[src/rtl/bit_field_defs.vh]
// Constants for the bit-field unit: register map, instruction word layout,
// status flag positions and reset values. Definitions only.
// Assumes inclusion by bare name from every design file that needs them.
//
// Notes on behaviour
// - Sign-fill insert extends the inserted field; bits below it keep background.
// - Insert and pull set nil and neg flags, clear carry, overflow.
// - Insert and pull accept the parallel-issue mark of the command word.
// - Pull and interleave are taken only from a long (32-bit) command word.
// - Pull copies L bits from position p of source into result LSBs.
// - Pull control: position in bits 12..8, length in bits 4..0.
// - Pull reads bits above source MSB as zero when p plus L exceeds 32.
// - Pull leaves both sources unchanged; result lands in its own register.
// - Pull fills above field with zeros, or with field top bit.
// - Interleave writes back both sources and the accumulator.
// - Right interleave feeds first then second source LSB into accumulator MSB.
// - Right interleave: accumulator moves two places, sources one, zero enters.
// - Left interleave feeds second then first source MSB into accumulator LSB.
// - Left interleave: sources move left one, zero enters; accumulator two.
// - Insert foreground is upper half; position 12..8, length 4..0 up to 16.
// - Insert overwrites L background bits at p; zero length passes background for plain insert.
`ifndef BIT_FIELD_DEFS_VH
`define BIT_FIELD_DEFS_VH

// Register byte offsets
`define REG_COMMAND      8'h00
`define REG_OPERAND_A    8'h04
`define REG_OPERAND_B    8'h08
`define REG_RESULT       8'h0C
`define REG_ACC_LOW      8'h10
`define REG_ACC_HIGH     8'h14
`define REG_STATUS       8'h18

// Command word fields
`define CMD_OP_MSB       3
`define CMD_OP_LSB       0
`define CMD_PARALLEL_BIT 30
`define CMD_LONG_BIT     31
`define OP_INSERT        4'h1
`define OP_INSERT_SIGN   4'h2
`define OP_PULL_ZERO     4'h3
`define OP_PULL_SIGN     4'h4
`define OP_MUX_RIGHT     4'h5
`define OP_MUX_LEFT      4'h6

// Control field positions inside the operand register
`define POS_MSB          12
`define POS_LSB          8
`define LEN_MSB          4
`define LEN_LSB          0
`define INSERT_MAX_LEN   5'h10

// Status flag positions and width
`define FLAG_NIL         0
`define FLAG_NEG         1
`define FLAG_CARRY       2
`define FLAG_OVF         3
`define FLAG_REFUSED     8
`define STATUS_W         9
`define STATUS_RESET     9'h000

// Accumulator
`define ACC_W            40
`define ACC_HIGH_W       8

// AXI responses
`define RESP_OKAY        2'h0
`define RESP_DECERR      2'h3

`endif

[src/rtl/field_merge.v]
// Combinational insert and pull datapath for 32-bit data words.
// Assumes operands are held stable by the caller for the cycle of use.
`timescale 1ns/100ps
`include "bit_field_defs.vh"

module field_merge (
  input  wire [31:0] background,
  input  wire [31:0] control,
  input  wire        insertSign,
  input  wire        pullSign,
  output reg  [31:0] insertResult,
  output reg  [31:0] pullResult
);

  // Ones in the n lowest places; n of 32 or more gives all ones
  function [31:0] lowMask;
    input [5:0] n;
    begin
      lowMask = (n >= 6'd32) ? 32'hFFFFFFFF : ((32'h00000001 << n) - 32'h00000001);
    end
  endfunction

  reg [4:0]  pos;
  reg [4:0]  len;
  reg [5:0]  top;
  reg [31:0] mask;
  reg [31:0] merged;
  reg [31:0] shifted;
  reg        signBit;

  // Lengths above 16 are outside the legal range and are clamped
  always @* begin
    pos = control[`POS_MSB:`POS_LSB];
    len = control[`LEN_MSB:`LEN_LSB];
    if (len > `INSERT_MAX_LEN)
      len = `INSERT_MAX_LEN;
    top = {1'b0, pos} + {1'b0, len};
    mask = lowMask({1'b0, len}) << pos;
    merged = (background & ~mask) | (({16'h0000, control[31:16]} << pos) & mask);
    shifted = merged >> (top - 6'd1);
    // Sign comes from the field top, or background below p when L is 0
    signBit = (top == 6'd0) ? 1'b0 : shifted[0];
    if (!insertSign || top >= 6'd32)
      insertResult = merged;
    else
      insertResult = (merged & lowMask(top)) | ({32{signBit}} & ~lowMask(top));
  end

  reg [31:0] scene;
  reg [31:0] field;
  reg [31:0] fieldTop;

  // Logical shift brings zeros in above the source MSB
  always @* begin
    scene = background >> control[`POS_MSB:`POS_LSB];
    field = scene & lowMask({1'b0, control[`LEN_MSB:`LEN_LSB]});
    fieldTop = scene >> (control[`LEN_MSB:`LEN_LSB] - 5'd1);
    if (pullSign && control[`LEN_MSB:`LEN_LSB] != 5'd0 && fieldTop[0])
      pullResult = field | ~lowMask({1'b0, control[`LEN_MSB:`LEN_LSB]});
    else
      pullResult = field;
  end

endmodule // field_merge

[src/rtl/bit_interleave.v]
// Combinational two-bit interleave of two data words into a wide accumulator.
// Assumes the two sources come from different registers.
`timescale 1ns/100ps
`include "bit_field_defs.vh"

module bit_interleave #(
  parameter ACC_W = `ACC_W
) (
  input  wire [31:0]      firstSource,
  input  wire [31:0]      secondSource,
  input  wire [ACC_W-1:0] accIn,
  input  wire             shiftLeft,
  output reg  [31:0]      firstOut,
  output reg  [31:0]      secondOut,
  output reg  [ACC_W-1:0] accOut
);

  // Right: first LSB lands one below second LSB at the top
  always @* begin
    if (shiftLeft) begin
      accOut = {accIn[ACC_W-3:0], secondSource[31], firstSource[31]};
      firstOut = {firstSource[30:0], 1'b0};
      secondOut = {secondSource[30:0], 1'b0};
    end else begin
      accOut = {secondSource[0], firstSource[0], accIn[ACC_W-1:2]};
      firstOut = {1'b0, firstSource[31:1]};
      secondOut = {1'b0, secondSource[31:1]};
    end
  end

endmodule // bit_interleave

[src/rtl/bit_field_unit.v]
// Bit-field unit: insert, pull and interleave on software-loaded operands,
// reached as an AXI4-Lite slave. A write to the command register runs one
// operation in the same cycle the write is committed.
// Assumes a single AXI4-Lite master, one write and one read in flight.
`timescale 1ns/100ps
`include "bit_field_defs.vh"

module bit_field_unit #(
  parameter ACC_W = `ACC_W
) (
  input  wire        clock,
  input  wire        rst_b,
  input  wire [7:0]  s_axi_awaddr,
  input  wire [2:0]  s_axi_awprot,
  input  wire        s_axi_awvalid,
  output reg         s_axi_awready,
  input  wire [31:0] s_axi_wdata,
  input  wire [3:0]  s_axi_wstrb,
  input  wire        s_axi_wvalid,
  output reg         s_axi_wready,
  output reg  [1:0]  s_axi_bresp,
  output reg         s_axi_bvalid,
  input  wire        s_axi_bready,
  input  wire [7:0]  s_axi_araddr,
  input  wire [2:0]  s_axi_arprot,
  input  wire        s_axi_arvalid,
  output reg         s_axi_arready,
  output reg  [31:0] s_axi_rdata,
  output reg  [1:0]  s_axi_rresp,
  output reg         s_axi_rvalid,
  input  wire        s_axi_rready
);

  // Byte lanes with a strobe take the new data, the rest keep the old
  function [31:0] laneMerge;
    input [31:0] oldWord;
    input [31:0] newWord;
    input [3:0]  strobe;
    integer i;
    begin
      laneMerge = oldWord;
      for (i = 0; i < 4; i = i + 1)
        if (strobe[i])
          laneMerge[i*8 +: 8] = newWord[i*8 +: 8];
    end
  endfunction

  // Known word addresses; anything else is answered with a decode error
  function mapped;
    input [7:0] addr;
    begin
      case ({addr[7:2], 2'b00})
        `REG_COMMAND, `REG_OPERAND_A, `REG_OPERAND_B, `REG_RESULT,
        `REG_ACC_LOW, `REG_ACC_HIGH, `REG_STATUS: mapped = 1'b1;
        default: mapped = 1'b0;
      endcase
    end
  endfunction

  // Software-visible state
  reg [31:0]          operandA;
  reg [31:0]          operandB;
  reg [31:0]          result;
  reg [ACC_W-1:0]     wideAccumulator;
  reg [`STATUS_W-1:0] arithStatusWord;

  // Write channel capture
  reg        addrHeld;
  reg        dataHeld;
  reg [7:0]  writeAddr;
  reg [31:0] writeData;
  reg [3:0]  writeStrobe;

  // A write commits once both halves are in and no response is pending
  wire       commit   = addrHeld && dataHeld && !s_axi_bvalid;
  wire [7:0] wordAddr = {writeAddr[7:2], 2'b00};
  wire       cmdWrite = commit && (wordAddr == `REG_COMMAND);

  // Command word: unwritten lanes read as zero, so a word without lane 0 runs nothing
  wire [31:0] command  = laneMerge(32'h00000000, writeData, writeStrobe);
  wire [3:0]  opcode   = command[`CMD_OP_MSB:`CMD_OP_LSB];
  wire        longWord = command[`CMD_LONG_BIT];
  wire        parallel = command[`CMD_PARALLEL_BIT];

  // Opcode decode
  wire isInsert = (opcode == `OP_INSERT) || (opcode == `OP_INSERT_SIGN);
  wire isPull   = (opcode == `OP_PULL_ZERO) || (opcode == `OP_PULL_SIGN);
  wire isMux    = (opcode == `OP_MUX_RIGHT) || (opcode == `OP_MUX_LEFT);

  // Insert and pull may carry the parallel mark; interleave may not
  wire pairable  = isInsert || isPull;
  wire needsLong = isPull || isMux;
  wire accepted  = (isInsert || isPull || isMux)
                && !(needsLong && !longWord)
                && !(parallel && !pairable);
  wire refused   = cmdWrite && !accepted;

  wire runField = cmdWrite && accepted && (isInsert || isPull);
  wire runMux   = cmdWrite && accepted && isMux;

  wire [31:0]      insertResult;
  wire [31:0]      pullResult;
  wire [31:0]      firstOut;
  wire [31:0]      secondOut;
  wire [ACC_W-1:0] accOut;

  // Operand A is the background, scene and first source;
  // operand B is the control word and second source.
  field_merge fieldPath (
    .background   (operandA),
    .control      (operandB),
    .insertSign   (opcode == `OP_INSERT_SIGN),
    .pullSign     (opcode == `OP_PULL_SIGN),
    .insertResult (insertResult),
    .pullResult   (pullResult)
  );

  // Sources live in two fixed registers, so they can never alias
  bit_interleave #(
    .ACC_W (ACC_W)
  ) muxPath (
    .firstSource  (operandA),
    .secondSource (operandB),
    .accIn        (wideAccumulator),
    .shiftLeft    (opcode == `OP_MUX_LEFT),
    .firstOut     (firstOut),
    .secondOut    (secondOut),
    .accOut       (accOut)
  );

  wire [31:0] fieldResult = isInsert ? insertResult : pullResult;

  // Write address channel
  always @(posedge clock or negedge rst_b) begin
    if (!rst_b) begin
      addrHeld <= 1'b0;
      writeAddr <= 8'h00;
      s_axi_awready <= 1'b0;
    end else if (s_axi_awvalid && s_axi_awready) begin
      addrHeld <= 1'b1;
      writeAddr <= s_axi_awaddr;
      s_axi_awready <= 1'b0;
    end else if (commit) begin
      addrHeld <= 1'b0;
    end else begin
      s_axi_awready <= !addrHeld && !s_axi_bvalid;
    end
  end

  // Write data channel
  always @(posedge clock or negedge rst_b) begin
    if (!rst_b) begin
      dataHeld <= 1'b0;
      writeData <= 32'h00000000;
      writeStrobe <= 4'h0;
      s_axi_wready <= 1'b0;
    end else if (s_axi_wvalid && s_axi_wready) begin
      dataHeld <= 1'b1;
      writeData <= s_axi_wdata;
      writeStrobe <= s_axi_wstrb;
      s_axi_wready <= 1'b0;
    end else if (commit) begin
      dataHeld <= 1'b0;
    end else begin
      s_axi_wready <= !dataHeld && !s_axi_bvalid;
    end
  end

  // Write response follows the commit by one edge
  always @(posedge clock or negedge rst_b) begin
    if (!rst_b) begin
      s_axi_bvalid <= 1'b0;
      s_axi_bresp <= `RESP_OKAY;
    end else if (commit) begin
      s_axi_bvalid <= 1'b1;
      s_axi_bresp <= mapped(writeAddr) ? `RESP_OKAY : `RESP_DECERR;
    end else if (s_axi_bvalid && s_axi_bready) begin
      s_axi_bvalid <= 1'b0;
    end
  end

  // Operand registers: software writes, or interleave write-back
  always @(posedge clock or negedge rst_b) begin
    if (!rst_b) begin
      operandA <= 32'h00000000;
      operandB <= 32'h00000000;
    end else if (runMux) begin
      operandA <= firstOut;
      operandB <= secondOut;
    end else if (commit && wordAddr == `REG_OPERAND_A) begin
      operandA <= laneMerge(operandA, writeData, writeStrobe);
    end else if (commit && wordAddr == `REG_OPERAND_B) begin
      operandB <= laneMerge(operandB, writeData, writeStrobe);
    end
  end

  // Result has its own register, so field ops never disturb the operands
  always @(posedge clock or negedge rst_b) begin
    if (!rst_b)
      result <= 32'h00000000;
    else if (runField)
      result <= fieldResult;
  end

  // Wide accumulator: low word and high byte are separately writable
  always @(posedge clock or negedge rst_b) begin
    if (!rst_b) begin
      wideAccumulator <= {ACC_W{1'b0}};
    end else if (runMux) begin
      wideAccumulator <= accOut;
    end else if (commit && wordAddr == `REG_ACC_LOW) begin
      wideAccumulator[31:0] <= laneMerge(wideAccumulator[31:0], writeData, writeStrobe);
    end else if (commit && wordAddr == `REG_ACC_HIGH && writeStrobe[0]) begin
      wideAccumulator[ACC_W-1:32] <= writeData[ACC_W-33:0];
    end
  end

  // Status word. Field ops touch only the four arithmetic flags; the
  // refused mark is sticky and a hardware set wins over a software write.
  always @(posedge clock or negedge rst_b) begin
    if (!rst_b) begin
      arithStatusWord <= `STATUS_RESET;
    end else begin
      if (commit && wordAddr == `REG_STATUS && writeStrobe[0])
        arithStatusWord[7:0] <= writeData[7:0];
      if (commit && wordAddr == `REG_STATUS && writeStrobe[1])
        arithStatusWord[`FLAG_REFUSED] <= writeData[`FLAG_REFUSED];
      if (runField) begin
        arithStatusWord[`FLAG_NIL] <= (fieldResult == 32'h00000000);
        arithStatusWord[`FLAG_NEG] <= fieldResult[31];
        arithStatusWord[`FLAG_CARRY] <= 1'b0;
        arithStatusWord[`FLAG_OVF] <= 1'b0;
      end
      if (refused)
        arithStatusWord[`FLAG_REFUSED] <= 1'b1;
    end
  end

  // Read data selection
  reg [31:0] readWord;

  always @* begin
    case ({s_axi_araddr[7:2], 2'b00})
      `REG_COMMAND:   readWord = 32'h00000000;
      `REG_OPERAND_A: readWord = operandA;
      `REG_OPERAND_B: readWord = operandB;
      `REG_RESULT:    readWord = result;
      `REG_ACC_LOW:   readWord = wideAccumulator[31:0];
      `REG_ACC_HIGH:  readWord = {24'h000000, wideAccumulator[ACC_W-1:32]};
      `REG_STATUS:    readWord = {23'h000000, arithStatusWord};
      default:        readWord = 32'h00000000;
    endcase
  end

  // Read channel: data registered one edge after the address is taken
  always @(posedge clock or negedge rst_b) begin
    if (!rst_b) begin
      s_axi_arready <= 1'b0;
      s_axi_rvalid <= 1'b0;
      s_axi_rdata <= 32'h00000000;
      s_axi_rresp <= `RESP_OKAY;
    end else if (s_axi_arvalid && s_axi_arready) begin
      s_axi_arready <= 1'b0;
      s_axi_rvalid <= 1'b1;
      s_axi_rdata <= readWord;
      s_axi_rresp <= mapped(s_axi_araddr) ? `RESP_OKAY : `RESP_DECERR;
    end else if (s_axi_rvalid && s_axi_rready) begin
      s_axi_rvalid <= 1'b0;
    end else begin
      s_axi_arready <= !s_axi_rvalid;
    end
  end

endmodule // bit_field_unit

[config.mk]
export PLATFORM = sky130hd
export DESIGN_NAME = bit_field_unit
export DESIGN_NICKNAME = d
export VERILOG_FILES = /design/src/rtl/field_merge.v /design/src/rtl/bit_interleave.v /design/src/rtl/bit_field_unit.v
export VERILOG_INCLUDE_DIRS = /design/src /design/src/rtl
export SDC_FILE = /design/constraint.sdc
export NUM_CORES = 1
export LEC_CHECK = 0
export ABC_AREA = 1
export BUFFER_PORTS_ARGS = -buffer_cell sky130_fd_sc_hd__buf_2
export CORE_ASPECT_RATIO = 1.25
export CORE_MARGIN = 8
export CORE_UTILIZATION = 30
export CTS_CLUSTER_SIZE = 28
export DETAILED_ROUTE_END_ITERATION = 16
export SYNTH_ARGS = -nofsm -noshare
export SYNTH_HDL_FRONTEND = slang
export SYNTH_SLANG_ARGS = --single-unit
[constraint.sdc]
create_clock -name clock -period 13.9 [get_ports clock]
set_input_delay 2.78 -clock clock [delete_from_list [all_inputs] [get_ports clock]]
set_output_delay 2.78 -clock clock [all_outputs]
set_load 0.1 [all_outputs]
==> flow_summary.ini, run 1 <==
[final_layout]
finalNonFillerCells = 4095
nFillCells = 7560
drive_above_1_share = 0.0947
fin_nets = 3299
utilization = 0.330
areaGrowthSynthToFinish_pct = 8.87

[sta]
totalNegativeSetupSlack_ps = 0
grt_setup_unrepaired = no
report.final.slew_viol_count = 0
final_setup_violating_endpoints = 0
max_slew.worst_pin.slew_ps = 1190
setup_skew_ps = 15.1
max_slew_margin = 0.200
final-hold-violation-count = 0
timing.fmax_mhz = 147
hold_ws_ps = 475
final_cycle_share = 0.490
timing.final.crit_period_ps = 6810

[critical_path]
timing.setup.critical_path_class = register to register
cp_top_family = simple AND/OR/NAND/NOR gates
worstPathRequired_ps = 14360
critPathLaunchType = register
timing.critical_path.buf_inv = 4
crit_path_max_incr_delay_ps = 710
endpoint_kind = register
critPathSlowestCell = sky130_fd_sc_hd__dfrtp_1
critical_path.max_fanout = 32
critPathMostFrequentCell = sky130_fd_sc_hd__nand2_1
cp_data_arrival_time_ps = 7270
reg2reg_slack_ps = 7090

[cts]
cts_repair_resize_count = 0
cts-hold-fix-buffers = 0
clock_tree_from_tritoncts = yes
h_tree_depth_reported_by_cts = 1
clock_tree.buffer_depth = 3
insertion_delay_ps = 530
cts.clk_slew.worst_paths_ps = 70
cts.sink_count = 228
cts_setup_buffers = 0
cts_made_buffers = 22
root_buffer = sky130_fd_sc_hd__clkbuf_16

[drt]
totalWireLength_mm = 86.2
routed-via-count = 22300
drt-wirelength-per-cell_um = 21.0
drt_first_pass_iters = 6
drc = 0
post_drt_antenna_nets = 0
via_per_inst = 5.45
detailedRoute.firstIterationViolations = 2283

[logic_synthesis]
synth_seq_cells = 228
synth-edff-count = 0
post_synth_main_area_contributors = sky130_fd_sc_hd__dfrtp_1, sky130_fd_sc_hd__nand2_1, sky130_fd_sc_hd__o21ai_0
yosysSeqAreaShare = 0.281
synthesis.instances = 3248
yosys.cell_count.top_type = sky130_fd_sc_hd__nand2_1
synth_commonest_cells = sky130_fd_sc_hd__nand2_1, sky130_fd_sc_hd__o21ai_0, sky130_fd_sc_hd__nor2_1
yosys.area.top_type = sky130_fd_sc_hd__dfrtp_1
count_of_synthesis_stage_warnings_from_yosys = 0
synth_fp_nets = 3332
syn-cell-area_mm2 = 0.0203
synth.lib_cells_used.distinct = 68
postSynth.topFlopCell = sky130_fd_sc_hd__dfrtp_1
synthDominantCellAreaShare = 0.281
synthesis.area_per_instance_um2 = 6.24
proportion_of_register_bits_with_asynchronous_set_or_reset_after_synthesis = 1.00

[die]
fp-row-count = 106
fp.dieW_um = 249
core_region_area_mm2 = 0.0668
boundaryPins = 106
die_height_um = 307
initial_utilization = 0.303
floorplan.die_area_mm2 = 0.0762

[hold_path]
worst_hold_path_type = register to register

[power_and_ir_drop]
switchingPower_mw = 3.05
power-per-cell-area_mw_per_mm2 = 236
power_report.internal_total_mw = 2.16
seqPwrFrac = 0.219
netSwitchingFraction = 0.585
clockPowerShare = 0.123
power_leakage_nw = 10.1
comb_power_share = 0.658
irDropWorstVdd_v = 0.000198

[global_routing]
grt.overflow.total = 0
groute.usage.overall = 0.216
largest_net_degree_at_the_start_of_global_routing = 106
grt_antenna_before_repair = 1
vias_in_the_first_global_route = 21300
grt_first_pass_wirelength_mm = 130

[place]
numPortBuffers = 95
gp_congestion = 0.996
numPlacedInstances = 4055
hpwl_mm = 66.7

[status]
run_status = completed

[job]
max-cap-violations = 0
state kept, by name (all words and copies together), names as in the netlist, 4 cells and up:
| register | count |
|---|---|
| writeData | 32 |
| arithStatusWord | 9 |
| wideAccumulator | 40 |
| writeAddr | 6 |
| s_axi_rdata | 32 |
| operandB | 32 |
| result | 32 |
| writeStrobe | 4 |
| operandA | 32 |
area by class of cell:
class                   instances  area, µm²  area share
repair buffers                135        786      0.0356
diodes                          1       2.50    0.000113
flip-flops and latches        228       5710       0.259
inverters                     332       1250      0.0564
clock inverters                 8        131     0.00595
multi-input cells            2496      12500       0.566
clock buffers                  31        624      0.0283
well taps                     864       1080      0.0490
final timing paths:
path | to | startpoint | cells past startpoint
max | arithStatusWord[0]$_DFFE_PN0P_ | operandB[1]$_DFFE_PN0P_ | 35
min | s_axi_rdata[31]$_DFFE_PN0P_ | s_axi_rdata[31]$_DFFE_PN0P_ | 2
max reg2reg | arithStatusWord[0]$_DFFE_PN0P_ | operandB[1]$_DFFE_PN0P_ | 35
min reg2reg | s_axi_rdata[31]$_DFFE_PN0P_ | s_axi_rdata[31]$_DFFE_PN0P_ | 2
max in group asynchronous | operandB[8]$_DFFE_PN0P_ | rst_b | 2
min in group asynchronous | writeData[22]$_DFFE_PN0P_ | rst_b | 1
stage by stage:
stage / worst slack (ps) / cell area, µm² / total power [mW]
after floorplan: 9100 / 20300 / 3.45
after global placement: 7320 / 21300 / 4.51
after detailed placement: 7270 / 21300 / 4.51
after CTS: 7220 / 22100 / 5.16
after global routing: 6710 / 22100 / 5.58
final: 7090 / 22100 / 5.21
cells in the final DEF, fill, tap and decap left out, types with 22 or more instances in the layout:
master                      count
sky130_fd_sc_hd__inv_1        305
sky130_fd_sc_hd__nor3_1        43
sky130_fd_sc_hd__nand4_1       35
sky130_fd_sc_hd__nand2_1      839
sky130_fd_sc_hd__o211ai_1      71
sky130_fd_sc_hd__nand3_1      292
sky130_fd_sc_hd__buf_2         94
sky130_fd_sc_hd__o21ai_0      392
sky130_fd_sc_hd__nor2_2        25
sky130_fd_sc_hd__a31oi_1       58
sky130_fd_sc_hd__clkbuf_16     22
sky130_fd_sc_hd__a21oi_1      134
sky130_fd_sc_hd__a221oi_1      23
sky130_fd_sc_hd__buf_4         40
sky130_fd_sc_hd__dfrtp_1      225
sky130_fd_sc_hd__nor2_1       313
sky130_fd_sc_hd__o22ai_1       29
worst min-delay path, cell delays in order, from the launching register on:
cell                      delay (ps)
sky130_fd_sc_hd__dfrtp_1         340
sky130_fd_sc_hd__nand2_1          50
sky130_fd_sc_hd__nand2_1          50
power groups by stage:
stage	Combinational [mW]	Sequential, mW	Clock (mW)
after floorplan	2.26	1.19	0
after global placement	3.36	1.14	0
after detailed placement	3.36	1.14	0
after CTS	3.38	1.13	0.652
after global routing	3.74	1.17	0.672
final	3.43	1.14	0.642
logic make-up (layout without fill, tap and decap cells):
logic type | Yosys count | in the layout | synth area share
other cells | 0 | 1 | 0
compound gates | 794 | 794 | 0.227
flops | 228 | 228 | 0.281
xor+xnor | 26 | 26 | 0.0120
buf+inv | 524 | 506 | 0.105
mux | 36 | 36 | 0.0187
simple gates | 1621 | 1621 | 0.345
fa+ha+maj | 19 | 19 | 0.0117
layer usage:
| metal | global-route usage | vias to the layer above | wire length (µm) |
|---|---|---|---|
| met2 | 0.364 | 898 | 39900 |
| met4 | 0.149 | 0 | 6770 |
| met1 | 0.262 | 10400 | 34600 |
| met5 | 0 | - | 0 |
| li1 | - | 10800 | - |
| met3 | 0.0178 | 235 | 4840 |
No activity file was read; power rests on OpenSTA's default activity.
==> inputs of run 2 (changes only) <==
- clock period: 13.9 -> 6.8 ns (I/O delays scaled with it)
==> flow_summary.ini, run 2 (synthesis results as in run 1) <==
[status]
run_status = completed

[die]
fp.dieW_um = 249
fp-row-count = 106
floorplan.die_area_mm2 = 0.0762
die_height_um = 307
boundaryPins = 106
core_region_area_mm2 = 0.0668
initial_utilization = 0.303

[sta]
max_slew_margin = 0.209
totalNegativeSetupSlack_ps = 0
timing.fmax_mhz = 174
final-hold-violation-count = 0
timing.final.crit_period_ps = 5740
grt_setup_unrepaired = no
layout_setup_ws_ps = 1060
final_cycle_share = 0.844
final_setup_violating_endpoints = 0
report.final.slew_viol_count = 0
setup_skew_ps = 23.4
max_slew.worst_pin.slew_ps = 1180

[job]
max-cap-violations = 0

[final_layout]
max_flop_register = wideAccumulator
layout.cells.most_common_list = sky130_fd_sc_hd__nand2_1, sky130_fd_sc_hd__o21ai_0, sky130_fd_sc_hd__nor2_1
layout.cells.most_common = sky130_fd_sc_hd__nand2_1
finalNonFillerCells = 4108
areaGrowthSynthToFinish_pct = 9.41
drive_above_1_share = 0.0996
fin_nets = 3313
max_reg_flops = 40
antenna-diode-count = 0
design_area_mm2 = 0.0222

[drt]
totalWireLength_mm = 88.1
post_drt_antenna_nets = 0
drt_first_pass_iters = 8
drc = 0
drt-wirelength-per-cell_um = 21.4
detailedRoute.firstIterationViolations = 2376
routed-via-count = 22700
via_per_inst = 5.53

[place]
numPortBuffers = 95
place_ws_ps = 1260
gp_congestion = 1.05
hpwl_mm = 68.6
numPlacedInstances = 4068
placed_cell_area_mm2 = 0.0214

[power_and_ir_drop]
clockPowerShare = 0.121
power-per-cell-area_mw_per_mm2 = 483
netSwitchingFraction = 0.588
power_leakage_nw = 10.2
switchingPower_mw = 6.30
total_power_mw = 10.7
comb_power_share = 0.658
irDropWorstVdd_v = 0.000427
power_report.internal_total_mw = 4.41
seqPwrFrac = 0.221

[cts]
cts_made_buffers = 23
cts_repair_resize_count = 0
cts_setup_buffers = 0
insertion_delay_ps = 550
h_tree_depth_reported_by_cts = 1
cts.sink_count = 228
cts-hold-fix-buffers = 0
cts.clk_slew.worst_paths_ps = 70
clock_tree_from_tritoncts = yes
clock_tree.buffer_depth = 3
root_buffer = sky130_fd_sc_hd__clkbuf_16

[critical_path]
endpoint_kind = register
critPathSlowestCell = sky130_fd_sc_hd__ha_1
timing.critical_path.buf_inv = 5
worstReg2RegStart = operandB[0]$_DFFE_PN0P_
critPathLaunchType = register
cp_data_arrival_time_ps = 6210
ff2ff_path_depth = 25
worstPathRequired_ps = 7270
critical_path.max_fanout = 32
critPathMostFrequentCell = sky130_fd_sc_hd__nand2_1
crit_path_max_incr_delay_ps = 700
cp_top_family = simple AND/OR/NAND/NOR gates
worst_r2r_endpoint = arithStatusWord[0]$_DFFE_PN0P_
timing.setup.critical_path_class = register to register
reg2reg_slack_ps = 1060

[global_routing]
grt_first_pass_wirelength_mm = 133
vias_in_the_first_global_route = 21700
largest_net_degree_at_the_start_of_global_routing = 112
groute.usage.overall = 0.222
grt_antenna_before_repair = 0
grt.overflow.total = 0

[hold_path]
worst_hold_path_type = register to register
min_delay_worst_endpoint = s_axi_rdata[15]$_DFFE_PN0P_
min-delay-start = s_axi_rdata[15]$_DFFE_PN0P_
min_delay_path_depth = 2
[run 2: cell types whose count changed in the layout (fill, tap and decap cells not counted), moves of 2 or more]
cell                        delta
sky130_fd_sc_hd__clkbuf_1      -3
sky130_fd_sc_hd__clkbuf_8      +2
sky130_fd_sc_hd__bufinv_16     -2
sky130_fd_sc_hd__buf_4        +12
sky130_fd_sc_hd__clkinv_2      +3
[run 2: final cells by class]
cell class / instances / area, µm²
sequential: 228 / 5710
fill: 7591 / 44700
clock buffer: 31 / 666
timing repair buffer: 148 / 896
tap: 864 / 1080
inverter: 332 / 1250
clock inverter: 9 / 91.3
multi-input combinational: 2496 / 12500
[run 2: power by group through the flow]
stage               registers [mW]  clock network (mW)  logic, mW
floorplan                     2.42                   0       4.62
global placement              2.35                   0       6.92
detailed placement            2.36                   0       6.93
CTS                           2.34                1.33       6.96
global route                  2.41                1.37       7.69
finish                        2.37                1.30       7.05
[run 2: per-layer routing]
layer / GRT usage / vias up / routed length [µm]
li1: - / 10800 / -
met2: 0.378 / 996 / 41400
met3: 0.0210 / 225 / 5660
met4: 0.140 / 0 / 6430
met5: 0 / - / 0
met1: 0.269 / 10700 / 34600
[run 2: worst max path at each step]
stage                                endpoint  cells after the start  slack, ps                     from
2_1_floorplan  arithStatusWord[0]$_DFFE_PN0P_                     40       2000  operandB[0]$_DFFE_PN0P_
3_3_place_gp   arithStatusWord[0]$_DFFE_PN0P_                     25       1250  operandB[0]$_DFFE_PN0P_
3_5_place_dp   arithStatusWord[0]$_DFFE_PN0P_                     35       1260  operandB[0]$_DFFE_PN0P_
4_1_cts        arithStatusWord[0]$_DFFE_PN0P_                     36       1250  operandB[0]$_DFFE_PN0P_
5_1_grt        arithStatusWord[0]$_DFFE_PN0P_                     39        640  operandB[0]$_DFFE_PN0P_
6_report       arithStatusWord[0]$_DFFE_PN0P_                     25       1060  operandB[0]$_DFFE_PN0P_
[run 2: through the flow]
stage,utilization,hold WS [ps]
6_report,0.332,478
5_1_grt,0.332,506
4_1_cts,0.332,483
3_5_place_dp,0.321,465
3_3_place_gp,0.321,463
2_1_floorplan,-,449
[run 2: worst reg2reg max path: cells and delay by family (launching register included)]
kind,cells,cell delay (ps)
AND/OR/NAND/NOR,13,2100
AO/OA/AOI/OAI,5,1120
flip-flops,1,380
adder cells (fa/ha/maj),2,1040
buffers and inverters,5,1050
==> inputs of run 3 (changes only) <==
- ABC_AREA: 1 -> 0
- clock period: 6.8 -> 5.2 ns (I/O delays scaled with it)
==> flow_summary.ini, run 3 <==
[status]
run_status = finished with violations
failed_checks = negative setup slack

[logic_synthesis]
synthDominantCellAreaShare = 0.262
syn-cell-area_mm2 = 0.0217
postSynth.topFlopCell = sky130_fd_sc_hd__dfrtp_1
synthesis.area_per_instance_um2 = 7.67
proportion_of_register_bits_with_asynchronous_set_or_reset_after_synthesis = 1.00
yosys.area.top_type = sky130_fd_sc_hd__dfrtp_1
synth_fp_nets = 2920
synthesis.instances = 2836
synth-edff-count = 0
post_synth_main_area_contributors = sky130_fd_sc_hd__dfrtp_1, sky130_fd_sc_hd__nand2_1, sky130_fd_sc_hd__mux2i_1
synth.lib_cells_used.distinct = 114
count_of_synthesis_stage_warnings_from_yosys = 0
synth_commonest_cells = sky130_fd_sc_hd__nand2_1, sky130_fd_sc_hd__dfrtp_1, sky130_fd_sc_hd__o21ai_0
yosys.cell_count.top_type = sky130_fd_sc_hd__nand2_1
yosysSeqAreaShare = 0.262
synth_seq_cells = 228

[power_and_ir_drop]
clockPowerShare = 0.091
power_report.internal_total_mw = 9.58
power_leakage_nw = 11.3
switchingPower_mw = 11.2
irDropWorstVdd_v = 0.000552
total_power_mw = 20.7
netSwitchingFraction = 0.538
comb_power_share = 0.755
seqPwrFrac = 0.154
power-per-cell-area_mw_per_mm2 = 776

[drt]
drc = 0
drt_first_pass_iters = 8
detailedRoute.firstIterationViolations = 3222
via_per_inst = 6.21
post_drt_antenna_nets = 0
totalWireLength_mm = 111
routed-via-count = 25200
drt-wirelength-per-cell_um = 27.3

[die]
fp.dieW_um = 257
die_height_um = 317
initial_utilization = 0.303
boundaryPins = 106
floorplan.die_area_mm2 = 0.0814
core_region_area_mm2 = 0.0718
fp-row-count = 110

[critical_path]
timing.setup.critical_path_class = register to register
ff2ff_path_depth = 28
critPathMostFrequentCell = sky130_fd_sc_hd__ha_4
critPathSlowestCell = sky130_fd_sc_hd__or4_1
endpoint_kind = register
cp_data_arrival_time_ps = 5670
worstPathRequired_ps = 5650
critical_path.max_fanout = 12
critPathLaunchType = register
crit_path_max_incr_delay_ps = 530

[cts]
cts.clk_slew.worst_paths_ps = 80
root_buffer = sky130_fd_sc_hd__clkbuf_16
clock_tree_from_tritoncts = yes
insertion_delay_ps = 550
h_tree_depth_reported_by_cts = 1
clock_tree.buffer_depth = 3
cts_made_buffers = 22
cts-hold-fix-buffers = 0
cts.sink_count = 228

[global_routing]
grt.overflow.total = 0
groute.usage.overall = 0.261
vias_in_the_first_global_route = 23900
grt_first_pass_wirelength_mm = 162
use_met3 = 0.0355
grt_antenna_before_repair = 3
met2_usage = 0.424
largest_net_degree_at_the_start_of_global_routing = 120
use_met1 = 0.311
top_usage_layer = met2

[place]
placed_cell_area_mm2 = 0.0256
hpwl_mm = 85.3
gp_congestion = 1.11
place_ws_ps = -262
numPlacedInstances = 4012
numPortBuffers = 95

[final_layout]
fin_nets = 3176
max_reg_flops = 40
layout.cells.most_common_list = sky130_fd_sc_hd__nand2_1, sky130_fd_sc_hd__buf_4, sky130_fd_sc_hd__dfrtp_1
max_flop_register = wideAccumulator
layout.cells.most_common = sky130_fd_sc_hd__nand2_1
drive_above_1_share = 0.246
finalNonFillerCells = 4062
areaGrowthSynthToFinish_pct = 22.9
design_area_mm2 = 0.0267

[sta]
timing.fmax_mhz = 192
grt_setup_unrepaired = yes
report.final.slew_viol_count = 0
setup_skew_ps = 24.6
final-hold-violation-count = 0
max_slew_margin = 0.0514
max_slew.worst_pin.slew_ps = 1420
final_setup_violating_endpoints = 1
layout_setup_ws_ps = -13.2
final_cycle_share = 1.00
timing.final.crit_period_ps = 5210

[hold_path]
worst_hold_path_type = register to register
min_delay_path_depth = 1

[job]
max-cap-violations = 0
run 3: changes by cell type after synthesis, moves of 37 or more:
cell	previous run	this run
sky130_fd_sc_hd__o21ai_0	392	220
sky130_fd_sc_hd__mux2i_1	21	140
sky130_fd_sc_hd__clkbuf_1	115	177
sky130_fd_sc_hd__a22o_1	0	37
sky130_fd_sc_hd__nand2_1	842	474
sky130_fd_sc_hd__and3_1	0	76
sky130_fd_sc_hd__nor2_1	318	216
sky130_fd_sc_hd__a211oi_1	5	42
sky130_fd_sc_hd__inv_1	307	31
sky130_fd_sc_hd__mux2_2	15	77
sky130_fd_sc_hd__nand3_1	292	94
sky130_fd_sc_hd__a21oi_1	134	181
run 3: worst paths after layout:
check / from / endpoint / slack [ps]
min in group asynchronous: rst_b / wideAccumulator[35]$_DFFE_PN0P_ / 630
max: operandB[0]$_DFFE_PN0P_ / arithStatusWord[0]$_DFFE_PN0P_ / -10
max reg2reg: operandB[0]$_DFFE_PN0P_ / arithStatusWord[0]$_DFFE_PN0P_ / -10
max in group asynchronous: rst_b / operandB[9]$_DFFE_PN0P_ / 3410
min reg2reg: s_axi_rvalid$_DFFE_PN0P_ / s_axi_arready$_DFFE_PN0P_ / 470
min: s_axi_rvalid$_DFFE_PN0P_ / s_axi_arready$_DFFE_PN0P_ / 470
run 3: layout make-up:
class	instances	area (µm²)
Inverter	38	161
Multi-Input combinational cell	2311	15200
Clock inverter	13	194
Fill cell	7661	45100
Tap cell	952	1190
Sequential cell	228	5720
Clock buffer	27	631
Timing Repair Buffer	491	3650
Antenna cell	2	5.00
run 3: timing repair:
action,CTS,global route
gates resized for setup,30,19
gates cloned,1,1
pin swaps,12,6
setup endpoints to repair,16,21
setup buffers,4,2
run 3: cells by family after synthesis:
| logic type | Yosys count | share of synthesized area |
|---|---|---|
| simple gates | 1105 | 0.238 |
| xor+xnor | 21 | 0.00846 |
| compound gates | 911 | 0.283 |
| mux | 253 | 0.140 |
| fa+ha+maj | 19 | 0.0109 |
| buf+inv | 299 | 0.0572 |
| flops | 228 | 0.262 |
run 3: worst max-delay path, delay by kind of cell (launching register included):
kind,cells,cell delay (ps)
and+or+nand+nor,12,2280
adders and majority gates,4,690
xor gates and xnor gates,1,170
AOI/OAI and AO/OA,7,1200
DFF,1,460
buffers and inverters,4,310
run 3: metrics by stage:
stage	utilization	hold WS, ps	TNS [ps]
floorplan	-	440	-250
global placement	0.356	456	-428
global route	0.372	496	-455
CTS	0.370	480	0
detailed placement	0.356	463	-1080
finish	0.372	474	-13.2
run 3: power groups by stage:
stage | logic [mW] | clock network (mW) | registers (mW)
6_report | 15.7 | 1.88 | 3.20
5_1_grt | 16.4 | 1.96 | 3.23
4_1_cts | 15.0 | 1.90 | 3.15
3_5_place_dp | 14.5 | 0 | 3.18
3_3_place_gp | 14.5 | 0 | 3.18
2_1_floorplan | 8.22 | 0 | 2.80
run 3: routing by layer:
layer,part of all wire,up-vias
met5,0.00012,-
met4,0.093,2
met3,0.074,395
met2,0.45,1456
met1,0.38,12200
li1,-,11100
